===== config.mk =====
export PLATFORM = sky130hd
export DESIGN_NAME = chg_regs
export DESIGN_NICKNAME = d
export VERILOG_FILES = /design/src/chg_regs.v
export VERILOG_INCLUDE_DIRS = /design/src
export SDC_FILE = /design/constraint.sdc
export NUM_CORES = 1
export LEC_CHECK = 0
export ABC_AREA = 1
export ABC_CLOCK_PERIOD_IN_PS = 6100
export BUFFER_PORTS_ARGS = -buffer_cell sky130_fd_sc_hd__buf_2
export CAP_MARGIN = 30
export CORE_ASPECT_RATIO = 2
export CORE_MARGIN = 10
export CORE_UTILIZATION = 54
export DETAILED_ROUTE_END_ITERATION = 6
export GPL_ROUTABILITY_DRIVEN = 0
export PLACE_DENSITY_LB_ADDON = 0.1
export SLEW_MARGIN = 20
export SYNTH_ARGS = -nofsm -noshare
export SYNTH_HDL_FRONTEND = slang
export SYNTH_SLANG_ARGS = --single-unit

===== constraint.sdc =====
create_clock -name CLK -period 6.1 [get_ports CLK]
set_input_delay 0.61 -clock CLK [delete_from_list [all_inputs] [get_ports CLK]]
set_output_delay 0.61 -clock CLK [all_outputs]
set_load 0.02 [all_outputs]

===== src/chg_consts.vh =====
// constants for the charger interrupt and timer register bank
`ifndef CHG_CONSTS_VH
`define CHG_CONSTS_VH

// register offsets
`define CHG_A_BST_MASK   8'h0d
`define CHG_A_DETECT     8'h0e
`define CHG_A_POWER_PATH 8'h21
`define CHG_A_SAFETY_DP  8'h22
`define CHG_A_ICL        8'h23
`define CHG_A_WAKE_IRQ   8'h24
`define CHG_A_WATCHDOG   8'h25
`define CHG_A_STAT_FLAGS 8'h26
`define CHG_A_STAT_MASK  8'h27

// reset values
`define CHG_RST_BST_MASK   8'h00
`define CHG_RST_DETECT     8'h16
`define CHG_RST_POWER_PATH 8'h40
`define CHG_RST_SAFETY_DP  8'h00
`define CHG_RST_ICL        8'h2f
`define CHG_RST_WAKE_IRQ   8'h00
`define CHG_RST_WATCHDOG   8'h13

// field positions
`define CHG_B_DP_RELEASE  7
`define CHG_B_PRI_DETECT  1
`define CHG_B_SEC_DETECT  2
`define CHG_B_IRQ_RELEASE 0
`define CHG_ICL_OFF_CODE  5'h1f
`define CHG_FC_NONE_CODE  3'h7

// time units and clock
`define CHG_CLK_NS        40
`define CHG_MS_NS         1000000
`define CHG_SEC_MS        1000
`define CHG_MIN_MS        60000
`define CHG_HOUR_MS       3600000

// timing figures in their own units
`define CHG_FC_BASE_HRS   4
`define CHG_FC_STEP_HRS   2
`define CHG_WAKE_BASE_S   4
`define CHG_WAKE_LONG_S   120
`define CHG_WDT_BASE_S    1
`define CHG_WDT_SHORT_MS  200
`define CHG_WDT_LONG_MS   500
`define CHG_REMIND_OFF_MS 2
`define CHG_REMIND_WAIT_MS 100

`endif


===== src/chg_regs.v =====
// charger interrupt, timer and control register bank behind a two-wire bus
// Function
// boost fault masks, one suppresses
// power path owner select, reset hardware
// dp release write one disconnects source
// dp status zero driven, one released
// fast charge limit 4..16 hours
// precharge limit 30, 45, 60 minutes
// hold pauses safety timers keeping count
// input current code, all ones disables; icl_q is only stored here, no logic acts on the all-ones code
// back charge 0/30/45/60 minutes
// wake period 4s to 8min
// wake enable runs periodic timer
// reminder releases pin 2 ms, reasserts
// pin release bit self clears
// watchdog enable runs, disable clears count
// restore defaults 200/500 ms after expiry
// watchdog period 1/2/4/8 seconds
// temperature zone change flags upper bits
// power good change sets flag
// voltage loop change sets flag
// status mask per flag position
// pin asserted on unmasked flag
// detect start sets running until result
`include "chg_consts.vh"
module chg_regs #(
    parameter       MS_CYCLES = `CHG_MS_NS / `CHG_CLK_NS,
    parameter [6:0] DEV_ADDR  = 7'h2a    // arbitrary bus address
) (
    input  wire       CLK,
    input  wire       RSTN,
    input  wire       SCL,
    input  wire       SDA_I,
    output reg        SDA_O,
    output reg        SDA_OE,
    output reg        IRQ_N,
    input  wire       BT_HOT,
    input  wire       BT_WARM,
    input  wire       BT_COOL,
    input  wire       BT_COLD,
    input  wire       PWR_GOOD,
    input  wire       VREG_ACTIVE,
    input  wire [2:0] BOOST_FAULT,
    input  wire       HW_PP_CTRL,
    input  wire       CHG_PRE,
    input  wire       CHG_FAST,
    input  wire       CHG_TERMINATED,
    input  wire       DET_DONE,
    input  wire [2:0] DET_TYPE,
    output reg        DET_START,
    output reg        PP_CTRL_OUT,
    output reg        DP_SOURCE_ON,
    output reg        SAFETY_EXPIRED,
    output reg        BACK_CHARGE_ON,
    output reg        WAKE_EVENT,
    output reg        WATCHDOG_EXPIRED
);
    localparam [31:0] MS_LAST = MS_CYCLES - 1;
    localparam [7:0] R0E = `CHG_RST_DETECT;
    localparam [7:0] R21 = `CHG_RST_POWER_PATH;
    localparam [7:0] R22 = `CHG_RST_SAFETY_DP;
    localparam [7:0] R24 = `CHG_RST_WAKE_IRQ;
    localparam [7:0] R25 = `CHG_RST_WATCHDOG;
    localparam [7:0] R0D = `CHG_RST_BST_MASK;
    // bus states, one-hot
    localparam [6:0] S_IDLE = 7'h01;
    localparam [6:0] S_ADDR = 7'h02;
    localparam [6:0] S_AACK = 7'h04;
    localparam [6:0] S_WDAT = 7'h08;
    localparam [6:0] S_WACK = 7'h10;
    localparam [6:0] S_RDAT = 7'h20;
    localparam [6:0] S_RACK = 7'h40;

    reg [6:0]  st_q;
    reg        scl_q, sda_q, done_q, rw_q, first_q;
    reg [2:0]  bitc_q;
    reg [7:0]  sh_q, ptr_q, rdata;
    reg        wr_q, rd_q;
    reg [7:0]  wdat_q, wadr_q;
    // register fields
    reg [2:0]  bmask_q, type_q;
    reg [1:0]  lsel_q;
    reg        det2_q, det1_q, run_q;
    reg        ppsel_q, ppen_q, mivrdis_q;
    reg [3:0]  mivrlvl_q;
    reg        dprel_q, hold_q;
    reg [2:0]  fc_q, wk_q;
    reg [1:0]  prc_q, eoc_q, wdp_q;
    reg [7:0]  icl_q;
    reg        wken_q, rem_q, rel_q, wden_q, wdrst_q;
    reg [5:0]  flags_q, smask_q, prev_q;
    reg        armed_q;
    // timing
    reg [14:0] pre_q;
    reg        tick_q;
    reg [25:0] safe_q, back_q, wake_q, wdt_q, rmd_q;
    reg        wdwait_q, restore_q, pin_rel_q, rmd_off_q, phase_q;
    reg [31:0] fc_lim, pre_lim, back_lim, wake_lim, wdt_lim, rst_lim;

    wire        rise   = SCL & ~scl_q;
    wire        fall   = ~SCL & scl_q;
    wire        start  = SCL & scl_q & sda_q & ~SDA_I;
    wire        stop   = SCL & scl_q & ~sda_q & SDA_I;
    wire        svc    = rd_q & (wadr_q == `CHG_A_STAT_FLAGS);
    wire [5:0]  inputs = {BT_HOT, BT_WARM, BT_COOL, BT_COLD, PWR_GOOD,
                          VREG_ACTIVE};
    wire [5:0]  set;
    wire        wr_0e  = wr_q & (wadr_q == `CHG_A_DETECT);
    wire        wr_22  = wr_q & (wadr_q == `CHG_A_SAFETY_DP);
    wire        wr_24  = wr_q & (wadr_q == `CHG_A_WAKE_IRQ);
    wire        pend   = (|(flags_q & ~smask_q)) | (|(BOOST_FAULT & ~bmask_q));

    // two-wire slave; bits sampled on clock rise, driven after its fall
    always @(posedge CLK or negedge RSTN) begin
        if (!RSTN) begin
            st_q <= S_IDLE;  scl_q <= 1'b1;  sda_q <= 1'b1;
            bitc_q <= 3'h0;  sh_q <= 8'h00;  ptr_q <= 8'h00;
            done_q <= 1'b0;  rw_q <= 1'b0;   first_q <= 1'b0;
            SDA_O <= 1'b0;   SDA_OE <= 1'b0;
            wr_q <= 1'b0;    rd_q <= 1'b0;
            wdat_q <= 8'h00; wadr_q <= 8'h00;
        end else begin
            scl_q <= SCL;
            sda_q <= SDA_I;
            SDA_O <= 1'b0;          // open drain: only ever pulls low
            wr_q <= 1'b0;
            rd_q <= 1'b0;
            if (start) begin
                st_q <= S_ADDR;
                bitc_q <= 3'h0;
                done_q <= 1'b0;
                SDA_OE <= 1'b0;
            end else if (stop) begin
                st_q <= S_IDLE;
                SDA_OE <= 1'b0;
            end else if (rise) begin
                if (st_q == S_ADDR || st_q == S_WDAT) begin
                    sh_q <= {sh_q[6:0], SDA_I};
                    bitc_q <= bitc_q + 3'h1;
                    done_q <= (bitc_q == 3'h7);
                end else if (st_q == S_RDAT) begin
                    sh_q <= {sh_q[6:0], 1'b0};
                    bitc_q <= bitc_q + 3'h1;
                    done_q <= (bitc_q == 3'h7);
                end else if (st_q == S_RACK && SDA_I) begin
                    st_q <= S_IDLE;     // master nack ends the read
                end
            end else if (fall) begin
                case (st_q)
                    S_ADDR: begin
                        if (done_q && sh_q[7:1] == DEV_ADDR) begin
                            st_q <= S_AACK;
                            rw_q <= sh_q[0];
                            first_q <= ~sh_q[0];
                            SDA_OE <= 1'b1;
                        end else if (done_q) begin
                            st_q <= S_IDLE;
                        end
                    end
                    S_WDAT: begin
                        if (done_q) begin
                            st_q <= S_WACK;
                            SDA_OE <= 1'b1;
                            if (first_q) begin
                                ptr_q <= sh_q;
                            end else begin
                                wr_q <= 1'b1;
                                wadr_q <= ptr_q;
                                wdat_q <= sh_q;
                                ptr_q <= ptr_q + 8'h01;
                            end
                            first_q <= 1'b0;
                        end
                    end
                    S_AACK, S_RACK: begin
                        bitc_q <= 3'h0;
                        done_q <= 1'b0;
                        if (rw_q) begin
                            st_q <= S_RDAT;
                            sh_q <= rdata;
                            SDA_OE <= ~rdata[7];
                            rd_q <= 1'b1;   // byte handed out: read side effects
                            wadr_q <= ptr_q;
                            ptr_q <= ptr_q + 8'h01;
                        end else begin
                            st_q <= S_WDAT;
                            SDA_OE <= 1'b0;
                        end
                    end
                    S_WACK: begin
                        st_q <= S_WDAT;
                        bitc_q <= 3'h0;
                        done_q <= 1'b0;
                        SDA_OE <= 1'b0;
                    end
                    S_RDAT: begin
                        if (done_q) begin
                            st_q <= S_RACK;
                            SDA_OE <= 1'b0;
                        end else begin
                            SDA_OE <= ~sh_q[7];
                        end
                    end
                    default: st_q <= st_q;
                endcase
            end
        end
    end

    // read data; reserved bits read zero
    always @* begin
        case (ptr_q)
            `CHG_A_BST_MASK:   rdata = {bmask_q, 5'h00};
            `CHG_A_DETECT:     rdata = {type_q, lsel_q, det2_q, det1_q,
                                        run_q};
            `CHG_A_POWER_PATH: rdata = {1'b0, ppsel_q, ppen_q, mivrdis_q,
                                        mivrlvl_q};
            `CHG_A_SAFETY_DP:  rdata = {1'b0, dprel_q, fc_q, prc_q,
                                        hold_q};
            `CHG_A_ICL:        rdata = icl_q;
            `CHG_A_WAKE_IRQ:   rdata = {eoc_q, wk_q, wken_q, rem_q, rel_q};
            `CHG_A_WATCHDOG:   rdata = {wden_q, 2'h0, wdrst_q, 2'h0, wdp_q};
            `CHG_A_STAT_FLAGS: rdata = {flags_q, 2'h0};
            `CHG_A_STAT_MASK:  rdata = {smask_q, 2'h0};
            default:           rdata = 8'h00;
        endcase
    end

    // defaults shared by reset and watchdog restore
    task load_defaults;
        begin
            bmask_q <= R0D[7:5];
            lsel_q <= R0E[4:3];  det2_q <= R0E[2];  det1_q <= R0E[1];
            ppsel_q <= R21[6];   ppen_q <= R21[5];
            mivrdis_q <= R21[4]; mivrlvl_q <= R21[3:0];
            fc_q <= R22[5:3];    prc_q <= R22[2:1];  hold_q <= R22[0];
            icl_q <= `CHG_RST_ICL;
            eoc_q <= R24[7:6];   wk_q <= R24[5:3];   wken_q <= R24[2];
            rem_q <= R24[1];
            wden_q <= R25[7];    wdrst_q <= R25[4];  wdp_q <= R25[1:0];
            smask_q <= 6'h00;
        end
    endtask

    // software-written fields
    always @(posedge CLK or negedge RSTN) begin
        if (!RSTN) begin
            load_defaults;
        end else if (restore_q) begin
            load_defaults;
        end else if (wr_q) begin
            case (wadr_q)
                `CHG_A_BST_MASK:   bmask_q <= wdat_q[7:5];
                `CHG_A_DETECT: begin
                    lsel_q <= wdat_q[4:3];
                    det2_q <= wdat_q[2];
                    det1_q <= wdat_q[1];
                end
                `CHG_A_POWER_PATH: begin
                    ppsel_q <= wdat_q[6];
                    ppen_q <= wdat_q[5];
                    mivrdis_q <= wdat_q[4];
                    mivrlvl_q <= wdat_q[3:0];
                end
                `CHG_A_SAFETY_DP: begin
                    fc_q <= wdat_q[5:3];
                    prc_q <= wdat_q[2:1];
                    hold_q <= wdat_q[0];
                end
                `CHG_A_ICL:        icl_q <= wdat_q;
                `CHG_A_WAKE_IRQ: begin
                    eoc_q <= wdat_q[7:6];
                    wk_q <= wdat_q[5:3];
                    wken_q <= wdat_q[2];
                    rem_q <= wdat_q[1];
                end
                `CHG_A_WATCHDOG: begin
                    wden_q <= wdat_q[7];
                    wdrst_q <= wdat_q[4];
                    wdp_q <= wdat_q[1:0];
                end
                `CHG_A_STAT_MASK:  smask_q <= wdat_q[7:2];
                default: ;
            endcase
        end
    end

    // status change flags, one per source; set wins over read-clear
    genvar gi;
    generate
        for (gi = 0; gi < 6; gi = gi + 1) begin : g_flag
            assign set[gi] = armed_q & (inputs[gi] ^ prev_q[gi]);
            always @(posedge CLK or negedge RSTN) begin
                if (!RSTN) begin
                    flags_q[gi] <= 1'b0;
                    prev_q[gi] <= 1'b0;
                end else begin
                    prev_q[gi] <= inputs[gi];
                    flags_q[gi] <= set[gi] | (flags_q[gi] & ~svc);
                end
            end
        end
    endgenerate

    // timer limits in ms, from the selected codes
    always @* begin
        fc_lim   = (`CHG_FC_BASE_HRS + `CHG_FC_STEP_HRS * fc_q)
                   * `CHG_HOUR_MS;
        case (prc_q)
            2'h0:    pre_lim = 30 * `CHG_MIN_MS;
            2'h1:    pre_lim = 45 * `CHG_MIN_MS;
            default: pre_lim = 60 * `CHG_MIN_MS;
        endcase
        case (eoc_q)
            2'h0:    back_lim = 0;
            2'h1:    back_lim = 30 * `CHG_MIN_MS;
            2'h2:    back_lim = 45 * `CHG_MIN_MS;
            default: back_lim = 60 * `CHG_MIN_MS;
        endcase
        if (wk_q < 3'h5)
            wake_lim = (`CHG_WAKE_BASE_S << wk_q) * `CHG_SEC_MS;
        else
            wake_lim = (`CHG_WAKE_LONG_S << (wk_q - 3'h5)) * `CHG_SEC_MS;
        wdt_lim  = (`CHG_WDT_BASE_S << wdp_q) * `CHG_SEC_MS;
        rst_lim  = wdrst_q ? `CHG_WDT_LONG_MS : `CHG_WDT_SHORT_MS;
    end

    // millisecond tick and timers; long counts advance only on the tick
    always @(posedge CLK or negedge RSTN) begin
        if (!RSTN) begin
            pre_q <= 15'h0;  tick_q <= 1'b0;  armed_q <= 1'b0;
            safe_q <= 26'h0; back_q <= 26'h0; wake_q <= 26'h0;
            wdt_q <= 26'h0;  rmd_q <= 26'h0;  phase_q <= 1'b0;
            wdwait_q <= 1'b0; restore_q <= 1'b0;
            SAFETY_EXPIRED <= 1'b0; BACK_CHARGE_ON <= 1'b0;
            WAKE_EVENT <= 1'b0; WATCHDOG_EXPIRED <= 1'b0;
        end else begin
            armed_q <= 1'b1;
            tick_q <= (pre_q == MS_LAST[14:0]);
            pre_q <= (pre_q == MS_LAST[14:0]) ? 15'h0 : pre_q + 15'h1;
            restore_q <= 1'b0;
            WAKE_EVENT <= 1'b0;
            WATCHDOG_EXPIRED <= 1'b0;
            // safety timer restarts when the charge phase changes
            phase_q <= CHG_FAST;
            if (!(CHG_PRE | CHG_FAST) || phase_q != CHG_FAST)
                safe_q <= 26'h0;
            else if (tick_q && !hold_q)
                safe_q <= safe_q + 26'h1;
            SAFETY_EXPIRED <= CHG_FAST ? (fc_q != `CHG_FC_NONE_CODE &&
                              safe_q >= fc_lim[25:0])
                            : (CHG_PRE && safe_q >= pre_lim[25:0]);
            // back charge runs for the chosen time after termination
            if (!CHG_TERMINATED)
                back_q <= 26'h0;
            else if (tick_q && back_q < back_lim[25:0])
                back_q <= back_q + 26'h1;
            BACK_CHARGE_ON <= CHG_TERMINATED &&
                              back_q < back_lim[25:0];
            // periodic wake
            if (!wken_q) begin
                wake_q <= 26'h0;
            end else if (tick_q) begin
                if (wake_q + 26'h1 >= wake_lim[25:0]) begin
                    wake_q <= 26'h0;
                    WAKE_EVENT <= 1'b1;
                end else begin
                    wake_q <= wake_q + 26'h1;
                end
            end
            // watchdog: bus writes kick it; expiry, wait, then restore
            if (!wden_q || (wr_q && !wdwait_q)) begin
                wdt_q <= 26'h0;
                wdwait_q <= 1'b0;
            end else if (tick_q) begin
                wdt_q <= wdt_q + 26'h1;
                if (!wdwait_q && wdt_q + 26'h1 >= wdt_lim[25:0]) begin
                    wdwait_q <= 1'b1;
                    wdt_q <= 26'h0;
                    WATCHDOG_EXPIRED <= 1'b1;
                end else if (wdwait_q &&
                             wdt_q + 26'h1 >= rst_lim[25:0]) begin
                    restore_q <= 1'b1;
                    wdwait_q <= 1'b0;
                    wdt_q <= 26'h0;
                end
            end
        end
    end

    // detection, dp source, interrupt pin and its release and reminder
    always @(posedge CLK or negedge RSTN) begin
        if (!RSTN) begin
            run_q <= 1'b0;     type_q <= 3'h0;    DET_START <= 1'b0;
            dprel_q <= 1'b0;   DP_SOURCE_ON <= 1'b1;
            rel_q <= 1'b0;     pin_rel_q <= 1'b0;
            rmd_off_q <= 1'b0; IRQ_N <= 1'b1;     PP_CTRL_OUT <= 1'b0;
        end else begin
            DET_START <= 1'b0;
            if (wr_0e && (wdat_q[`CHG_B_PRI_DETECT] |
                          wdat_q[`CHG_B_SEC_DETECT])) begin
                run_q <= 1'b1;
                DET_START <= 1'b1;
                dprel_q <= 1'b0;       // new detection drives dp again
            end else if (DET_DONE && run_q) begin
                run_q <= 1'b0;
                type_q <= DET_TYPE;
            end
            if (wr_22 && wdat_q[`CHG_B_DP_RELEASE])
                dprel_q <= 1'b1;
            DP_SOURCE_ON <= ~dprel_q;
            PP_CTRL_OUT <= ppsel_q ? HW_PP_CTRL : ppen_q;
            // release holds pin off until a fresh event; set wins
            if (wr_24 && wdat_q[`CHG_B_IRQ_RELEASE]) begin
                rel_q <= 1'b1;
                pin_rel_q <= 1'b1;
            end else if (rel_q && IRQ_N) begin
                rel_q <= 1'b0;
            end
            if (|set)
                pin_rel_q <= 1'b0;
            // reminder: unserviced pin drops for 2 ms, then returns
            if (!rem_q || !pend || pin_rel_q || svc) begin
                rmd_q <= 26'h0;
                rmd_off_q <= 1'b0;
            end else if (tick_q) begin
                rmd_q <= rmd_q + 26'h1;
                if (!rmd_off_q && rmd_q + 26'h1 >= `CHG_REMIND_WAIT_MS) begin
                    rmd_off_q <= 1'b1;
                    rmd_q <= 26'h0;
                end else if (rmd_off_q &&
                             rmd_q + 26'h1 >= `CHG_REMIND_OFF_MS) begin
                    rmd_off_q <= 1'b0;
                    rmd_q <= 26'h0;
                end
            end
            IRQ_N <= ~(pend & ~pin_rel_q & ~rmd_off_q & ~(wr_24 &
                     wdat_q[`CHG_B_IRQ_RELEASE]));
        end
    end
endmodule // chg_regs


==> results of run 1 <==
where the power goes:
part	switching (mW)	internal [mW]	leakage, nW
clock network	0.755	1.12	0.477
registers	0.102	1.94	3.50
logic	0.391	0.166	8.06
worst paths after layout:
path / start / end / slack (ps)
max: wk_q[0] / wake_q[25] / 60
min reg2reg: dprel_q / DP_SOURCE_ON / 440
min in group asynchronous: RSTN / prev_q[0] / 530
min: VREG_ACTIVE / prev_q[0] / 170
max in group asynchronous: RSTN / safe_q[19] / 4300
max reg2reg: wk_q[0] / wake_q[25] / 60
flip-flops by register name, indices dropped and copies added, names as in the netlist, 15 cells and up:
signal  flops
back_q     26
rmd_q      26
safe_q     26
wake_q     26
wdt_q      26
pre_q      15
worst register-to-register path: cells and delay by family (launching register included):
| kind | cells | cell delay, ps |
|---|---|---|
| xor gates and xnor gates | 1 | 170 |
| and+or+nand+nor | 8 | 1220 |
| buffers and inverters | 9 | 1060 |
| adders and majority gates | 8 | 1930 |
| AOI/OAI and AO/OA | 7 | 1140 |
| DFF | 1 | 450 |
layer usage:
layer / vias up / part of all wire / GRT usage
li1: 9619 / - / -
met5: - / 0 / 0
met2: 460 / 0.54 / 0.459
met1: 9231 / 0.36 / 0.235
met3: 214 / 0.030 / 0.0225
met4: 0 / 0.063 / 0.135
through the flow:
step / instances / TNS [ps] / worst slack (ps) / hold WS (ps)
floorplan: 2909 / 0 / 5.00 / 314
global placement: 3448 / 0 / 114 / 415
detailed placement: 3449 / -3580 / -149 / 413
CTS: 3499 / 0 / 8.60 / 153
global route: 3526 / -5610 / -229 / 159
finish: 3526 / 0 / 58.8 / 168
what timing repair did:
action / CTS / global route
hold buffers: 1 / 0
endpoints found under the hold margin: 38 / 0
gates resized for setup: 7 / 114
pin swaps: 2 / 71
buffers inserted: 1 / 20
setup endpoints to repair: 27 / 27
cloned: 0 / 3
placed cells by master, fill, tap and decap left out, drive strengths merged, types with 21 or more instances in the layout:
cell type | synthesis | routed
nand3 | 164 | 164
ha | 248 | 248
clkbuf | 36 | 42
fa | 34 | 34
edfxtp | 26 | 26
o21ai | 197 | 197
nor3 | 85 | 85
xor2 | 65 | 65
xnor2 | 21 | 21
inv | 453 | 451
dfrtp | 230 | 230
nor2 | 325 | 325
a21oi | 124 | 124
nand4 | 55 | 55
buf | 12 | 87
nand2 | 656 | 656
cells by family (layout without fill, tap and decap cells):
logic type,after synthesis,in the layout,share of synthesized area
compound gates,426,426,0.111
flops,273,273,0.324
simple gates,1327,1327,0.263
mux,6,6,0.00296
other cells,2,7,0.000348
fa+ha+maj,282,282,0.175
buf+inv,502,594,0.0884
xor+xnor,86,86,0.0349
final cells by class:
type                            count  share of cell area
Multi-Input combinational cell   2134               0.544
Sequential cell                   273               0.289
Inverter                          454              0.0711
Clock buffer                       38              0.0329
Timing Repair Buffer               92              0.0290
Tap cell                          525              0.0271
Clock inverter                     10             0.00760
==> implementation parameters, run 1 <==
Parameter                              Value

Layout
  Post-layout utilization of the core ... 0.614
  Sequential standard cell area ... 0.00699 mm²
  Number of nets in the layout ... 3,284
  Ant diodes ... 0
  Final instance area ... 0.0242 mm²
  Share of cells above drive strength 1 ... 0.0960
  Syn-to-layout area delta ... 12.3%
  Number of fill cells in the layout ... 3,604
  Multi-input gate area ... 0.0132 mm²

Floorplanning
  Row count ... 103
  Full die area ... 0.0488 mm²
  Vert. Die Dim ... 303 µm
  Starting density of the core ... 0.547
  Core area ... 0.0394 mm²
  Number of ports placed on the die boundary ... 31
  Die Width ... 161 µm

Min path
  Worst hold stages ... 1
  Path category of the worst min-delay check ... primary input to flip-flop

STA
  Number of max-slew violations in the final report ... 0
  Count of final setup violators ... 0
  Final hold viol count ... 0
  Measured slew at the worst slew-check pin ... 958 ps
  Final Critical Period ... 6040 ps
  Part of the cycle the worst path needs ... 0.990
  Setup repair after global routing missed its margin ... yes
  Clock skew after layout ... 21.1 ps
  Slew HR ... 0.361
  FMAX ... 166 MHz

Synthesis
  Most used flip-flop cell after synthesis ... sky130_fd_sc_hd__dfrtp_1
  Most used standard cells in the synthesized netlist ... sky130_fd_sc_hd__nand2_1, sky130_fd_sc_hd__inv_1, sky130_fd_sc_hd__nor2_1, sky130_fd_sc_hd__ha_1, sky130_fd_sc_hd__dfrtp_1
  Count of state elements after synthesis ... 273
  Ys async rst share ... 0.905
  Post-synth EDFFs ... 26
  Synth unique cells ... 61
  Syn avg cell area ... 7.42 µm²
  Synth Cell Area ... 0.0216 mm²
  Yosys synthesis warning count ... 0
  Top post-synthesis cells by area ... sky130_fd_sc_hd__dfrtp_1, sky130_fd_sc_hd__ha_1, sky130_fd_sc_hd__nand2_1, sky130_fd_sc_hd__inv_1, sky130_fd_sc_hd__nor2_1
  Top cell type's share of synthesized area ... 0.267
  Number of instances in the synthesized netlist ... 2,904
  Most common cell in the synthesized netlist ... sky130_fd_sc_hd__nand2_1
  Largest area contributor in the synthesized netlist ... sky130_fd_sc_hd__dfrtp_1
  Portion of the post-synthesis area used by sequential elements ... 0.324

Flow run
  Number of max-cap violations ... 0

Setup path
  Arrival time worst endpoint ... 6540 ps
  Data required time at the worst endpoint ... 6600 ps
  Slowest stage delay, CP ... 450 ps
  Buffers and inverters on the worst path ... 9
  Worst R2R Path Depth ... 33
  Logic depth of the worst setup path including buffers ... 33
  Critical path peak fanout ... 7
  Slowest cell on the critical path ... sky130_fd_sc_hd__dfrtp_2
  Category of the most critical setup path ... flip-flop to flip-flop
  Critical path startpoint category ... flip-flop
  Worst path top cell family by delay ... adder cells
  Critical path endpoint category ... flip-flop

Route
  Detailed router's first-iteration violation count ... 1,090
  DRT Wirelength ... 59,300 µm
  Post-route antenna net violation count ... 0
  DRC violations left ... 0
  Router iterations before antenna repair ... 7
  Final routed wire length divided by cell count ... 16.8 µm
  Mean number of vias per cell ... 5.54
  Vias post-DR ... 19,500

GRT
  Number of antenna violations at the first check in global routing ... 0
  Global-route wire length before repair ... 94,900 µm
  Largest net degree at the start of global routing ... 166
  Residual overflow from global routing ... 0
  All-Layer GR Usage ... 0.235
  Via count of the first global-routing pass ... 19,500

Outcome
  Status ... completed

CTS
  Clock sink count ... 273
  Cts bufs inserted ... 26
  TritonCTS clock tree ... done
  Clock transition at the registers of the reported paths ... 70 ps
  Clock tree root buffer cell ... sky130_fd_sc_hd__clkbuf_16
  Maximum level of the CTS H-tree ... 1
  Source-to-sink clock delay at the later pin of the worst-skew pair ... 570 ps
  Maximum buffer depth of the clock tree ... 3

Power
  Pwr Density ... 185 mW/mm²
  Worst voltage drop across the vdd grid ... 0.000254 V
  Static power due to leakage ... 12.0 nW
  Overall power consumption ... 4.47 mW

Place
  Total placed instance area ... 0.0225 mm²
  HPWL Detailed ... 45,800 µm
  Port-buffer cells ... 29
Note: power is estimated with default switching activity, not from simulation.
==> run 2, diff against run 1 <==
- ABC_AREA: 1 -> default
==> run 2 against run 1 <==
The flow now finishes with violations (setup timing). Sequential share of layout area increased by 1.3 points. Setup slack got worse by 200 ps. Routed wire length fell by 9.9%. Global-route usage fell by 0.47 points. Critical path type unchanged. Critical endpoint is now wake_q[2]. Largest cell class unchanged.
==> implementation parameters, run 2 <==
Parameter                              Value

Synthesis
  Ys async rst share ... 0.905 (unchanged)
  Syn avg cell area ... 9.24 µm² (+24%)
  Synth unique cells ... 95 (+56%)
  Count of state elements after synthesis ... 273 (unchanged)
  Most used standard cells in the synthesized netlist ... sky130_fd_sc_hd__ha_1, sky130_fd_sc_hd__dfrtp_1, sky130_fd_sc_hd__nand2_1, sky130_fd_sc_hd__nor2_1, sky130_fd_sc_hd__inv_1
  Top post-synthesis cells by area ... sky130_fd_sc_hd__dfrtp_1, sky130_fd_sc_hd__ha_1, sky130_fd_sc_hd__edfxtp_1, sky130_fd_sc_hd__nand2_1, sky130_fd_sc_hd__xor2_1
  Most common cell in the synthesized netlist ... sky130_fd_sc_hd__ha_1
  Top cell type's share of synthesized area ... 0.279 (+0.0125)
  Yosys synthesis warning count ... 0 (unchanged)
  Number of instances in the synthesized netlist ... 2,228 (-23%)
  Synth Cell Area ... 0.0206 mm² (-4.5%)
  Largest area contributor in the synthesized netlist ... sky130_fd_sc_hd__dfrtp_1
  Portion of the post-synthesis area used by sequential elements ... 0.339 (+0.0152)
  Most used flip-flop cell after synthesis ... sky130_fd_sc_hd__dfrtp_1
  Post-synth EDFFs ... 26 (unchanged)

Place
  Total placed cells including tap cells ... 2,721 (-21%)
  HPWL Detailed ... 40,800 µm (-11%)
  Port-buffer cells ... 29 (unchanged)
  Total placed instance area ... 0.0217 mm² (-3.4%)

Setup path
  Slowest stage delay, CP ... 490 ps (+40 ps)
  Category of the most critical setup path ... flip-flop to flip-flop
  Critical path startpoint category ... flip-flop
  Critical path endpoint category ... flip-flop
  Slowest cell on the critical path ... sky130_fd_sc_hd__fa_1
  Most frequent CP cell ... sky130_fd_sc_hd__ha_4
  Critical path peak fanout ... 5 (-2)
  R2r setup slk ... -140 ps (-200 ps)
  Capture instance of the worst register-to-register path ... wake_q[2]
  Data required time at the worst endpoint ... 6600 ps (about the same)
  RR Startpoint ... wk_q[0]
  Arrival time worst endpoint ... 6740 ps (+200 ps)
  Worst R2R Path Depth ... 31 (-6.1%)

GRT
  Largest net degree at the start of global routing ... 106 (-36%)
  Residual overflow from global routing ... 0 (unchanged)
  All-Layer GR Usage ... 0.230 (-0.00470)
  Number of antenna violations at the first check in global routing ... 0 (unchanged)
  Via count of the first global-routing pass ... 17,100 (-12%)
  Global-route wire length before repair ... 87,400 µm (-7.9%)

CTS
  Clock transition at the registers of the reported paths ... 60 ps (about the same)
  Maximum buffer depth of the clock tree ... 3 (unchanged)
  Clock sink count ... 273 (unchanged)
  Clock tree root buffer cell ... sky130_fd_sc_hd__clkbuf_16
  Maximum level of the CTS H-tree ... 1 (unchanged)
  Source-to-sink clock delay at the later pin of the worst-skew pair ... 570 ps (about the same)
  Number of hold-repair buffers added at the cts stage ... 0 (-1)
  Cts bufs inserted ... 28 (+7.7%)
  TritonCTS clock tree ... done

Floorplanning
  Starting density of the core ... 0.545 (-0.00172)
  Vert. Die Dim ... 296 µm (-2.1%)
  Core area ... 0.0378 mm² (-4.2%)
  Full die area ... 0.0468 mm² (-4.1%)
  Die Width ... 158 µm (-2.0%)
  Row count ... 101 (-1.9%)
  Number of ports placed on the die boundary ... 31 (unchanged)

Outcome
  Violations in the final reports ... setup timing
  Status ... complete, but fails checks

Route
  Post-route antenna net violation count ... 0 (unchanged)
  Vias post-DR ... 16,700 (-14%)
  DRC violations left ... 0 (unchanged)
  Detailed router's first-iteration violation count ... 990 (-9.2%)
  DRT Wirelength ... 53,500 µm (-9.9%)
  Final routed wire length divided by cell count ... 19.1 µm (+14%)
  Mean number of vias per cell ... 5.97 (+7.8%)
  Router iterations before antenna repair ... 6 (-1)

Power
  Static power due to leakage ... 10.9 nW (-9.1%)
  Worst voltage drop across the vdd grid ... 0.000214 V (-16%)
  Pwr Density ... 168 mW/mm² (-9.1%)

STA
  Count of final setup violators ... 24 (+24)
  Final Critical Period ... 6240 ps (+200 ps)
  Crit path setup slack, layout ... -141 ps (-200 ps)
  Measured slew at the worst slew-check pin ... 925 ps (-32.6 ps)
  Clock skew after layout ... 14.3 ps (-6.79 ps)
  Slew HR ... 0.383 (+0.0224)
  Final hold viol count ... 0 (unchanged)
  FMAX ... 160 MHz (-3.2%)
  Setup repair after global routing missed its margin ... yes
  Part of the cycle the worst path needs ... 1.02 (+0.0327)
  Number of max-slew violations in the final report ... 0 (unchanged)

Layout
  Share of cells above drive strength 1 ... 0.134 (+0.0377)
  Final instance area ... 0.0232 mm² (-4.3%)
  Ant diodes ... 0 (unchanged)
  Most frequent standard cell in the layout excluding fill and tap cells ... sky130_fd_sc_hd__ha_1
  Most frequent cells in the layout ... sky130_fd_sc_hd__ha_1, sky130_fd_sc_hd__dfrtp_1, sky130_fd_sc_hd__nand2_1, sky130_fd_sc_hd__nor2_1, sky130_fd_sc_hd__inv_1
  Number of nets in the layout ... 2,616 (-20%)
  Post-layout utilization of the core ... 0.613 (-0.000679)
  Post-route non-filler standard cell count ... 2,797 (-21%)
  Syn-to-layout area delta ... 12.5%

Flow run
  Number of max-cap violations ... 0 (unchanged)

Min path
  Path category of the worst min-delay check ... primary input to asynchronous set/reset pin
run 2: changes by cell type in the layout (fill, tap and decap cells not counted), moves of 34 or more:
cell,previous run,this run
sky130_fd_sc_hd__a22o_1,1,35
sky130_fd_sc_hd__and2_1,1,46
sky130_fd_sc_hd__and3_1,1,44
sky130_fd_sc_hd__buf_4,49,83
sky130_fd_sc_hd__inv_1,428,132
sky130_fd_sc_hd__mux2i_1,3,43
sky130_fd_sc_hd__nand2_1,644,202
sky130_fd_sc_hd__nand3_1,151,82
sky130_fd_sc_hd__nor2_1,302,177
sky130_fd_sc_hd__nor3_1,78,36
sky130_fd_sc_hd__o21ai_0,187,90
sky130_fd_sc_hd__xnor2_1,21,78
run 2: logic make-up after synthesis:
| family | after synthesis | share of synthesized area |
|---|---|---|
| other cells | 2 | 0.000365 |
| mux | 59 | 0.0298 |
| simple gates | 789 | 0.193 |
| compound gates | 444 | 0.143 |
| buf+inv | 219 | 0.0427 |
| xor+xnor | 159 | 0.0676 |
| fa+ha+maj | 283 | 0.184 |
| flops | 273 | 0.339 |
run 2: how the worst max path moves through the flow:
stage / startpoint / end / slack [ps] / cells after the start
finish: wk_q[0] / wake_q[2] / -140 / 31
global route: wk_q[0] / wake_q[5] / -380 / 32
CTS: wk_q[0] / wake_q[3] / -100 / 31
detailed placement: wk_q[0] / wake_q[18] / -250 / 29
global placement: wk_q[0] / wake_q[23] / -120 / 29
floorplan: wk_q[0] / wake_q[5] / -50 / 32
run 2: repair_timing:
action                     CTS  global route
setup buffers               14            10
resized for setup           33            32
pin swaps                   15            22
setup endpoints to repair   27            27
cloned                       2             2
run 2: power breakdown:
part	internal, mW	leakage [nW]	switching [mW]
Combinational	0.0566	6.94	0.125
Clock	1.05	0.485	0.762
Sequential	1.86	3.52	0.0327
run 2: stage by stage:
stage	total power, mW	setup slack, ps	TNS, ps	hold WS (ps)
after floorplan	2.03	-54.3	-219	314
after global placement	2.11	-122	-1130	448
after detailed placement	2.11	-246	-4170	452
after CTS	3.94	-95.8	-703	90.5
after global routing	4.03	-381	-8150	130
final	3.89	-141	-2050	48.4
run 2: area by class of cell:
cell class | instances | area, µm²
sequential | 273 | 6990
multi-input combinational | 1741 | 13100
timing repair buffer | 128 | 990
fill | 3227 | 14600
tap | 463 | 579
clock buffer | 41 | 882
inverter | 140 | 536
clock inverter | 11 | 100
run 2: worst max-delay path: cells and delay by family, from the launching register on:
family | cells | cell delay, ps
muxes | 1 | 140
buffers and inverters | 8 | 600
AOI/OAI and AO/OA | 10 | 1740
adders and majority gates | 7 | 2290
DFF | 1 | 450
and+or+nand+nor | 5 | 940
run 2: routing by layer:
metal	part of all wire	global-route usage	vias up	wire, µm
li1	-	-	8043	-
met1	0.36	0.238	8122	19400
met2	0.54	0.437	359	29100
met3	0.028	0.0216	174	1520
met4	0.063	0.130	0	3380
met5	0	0	-	0
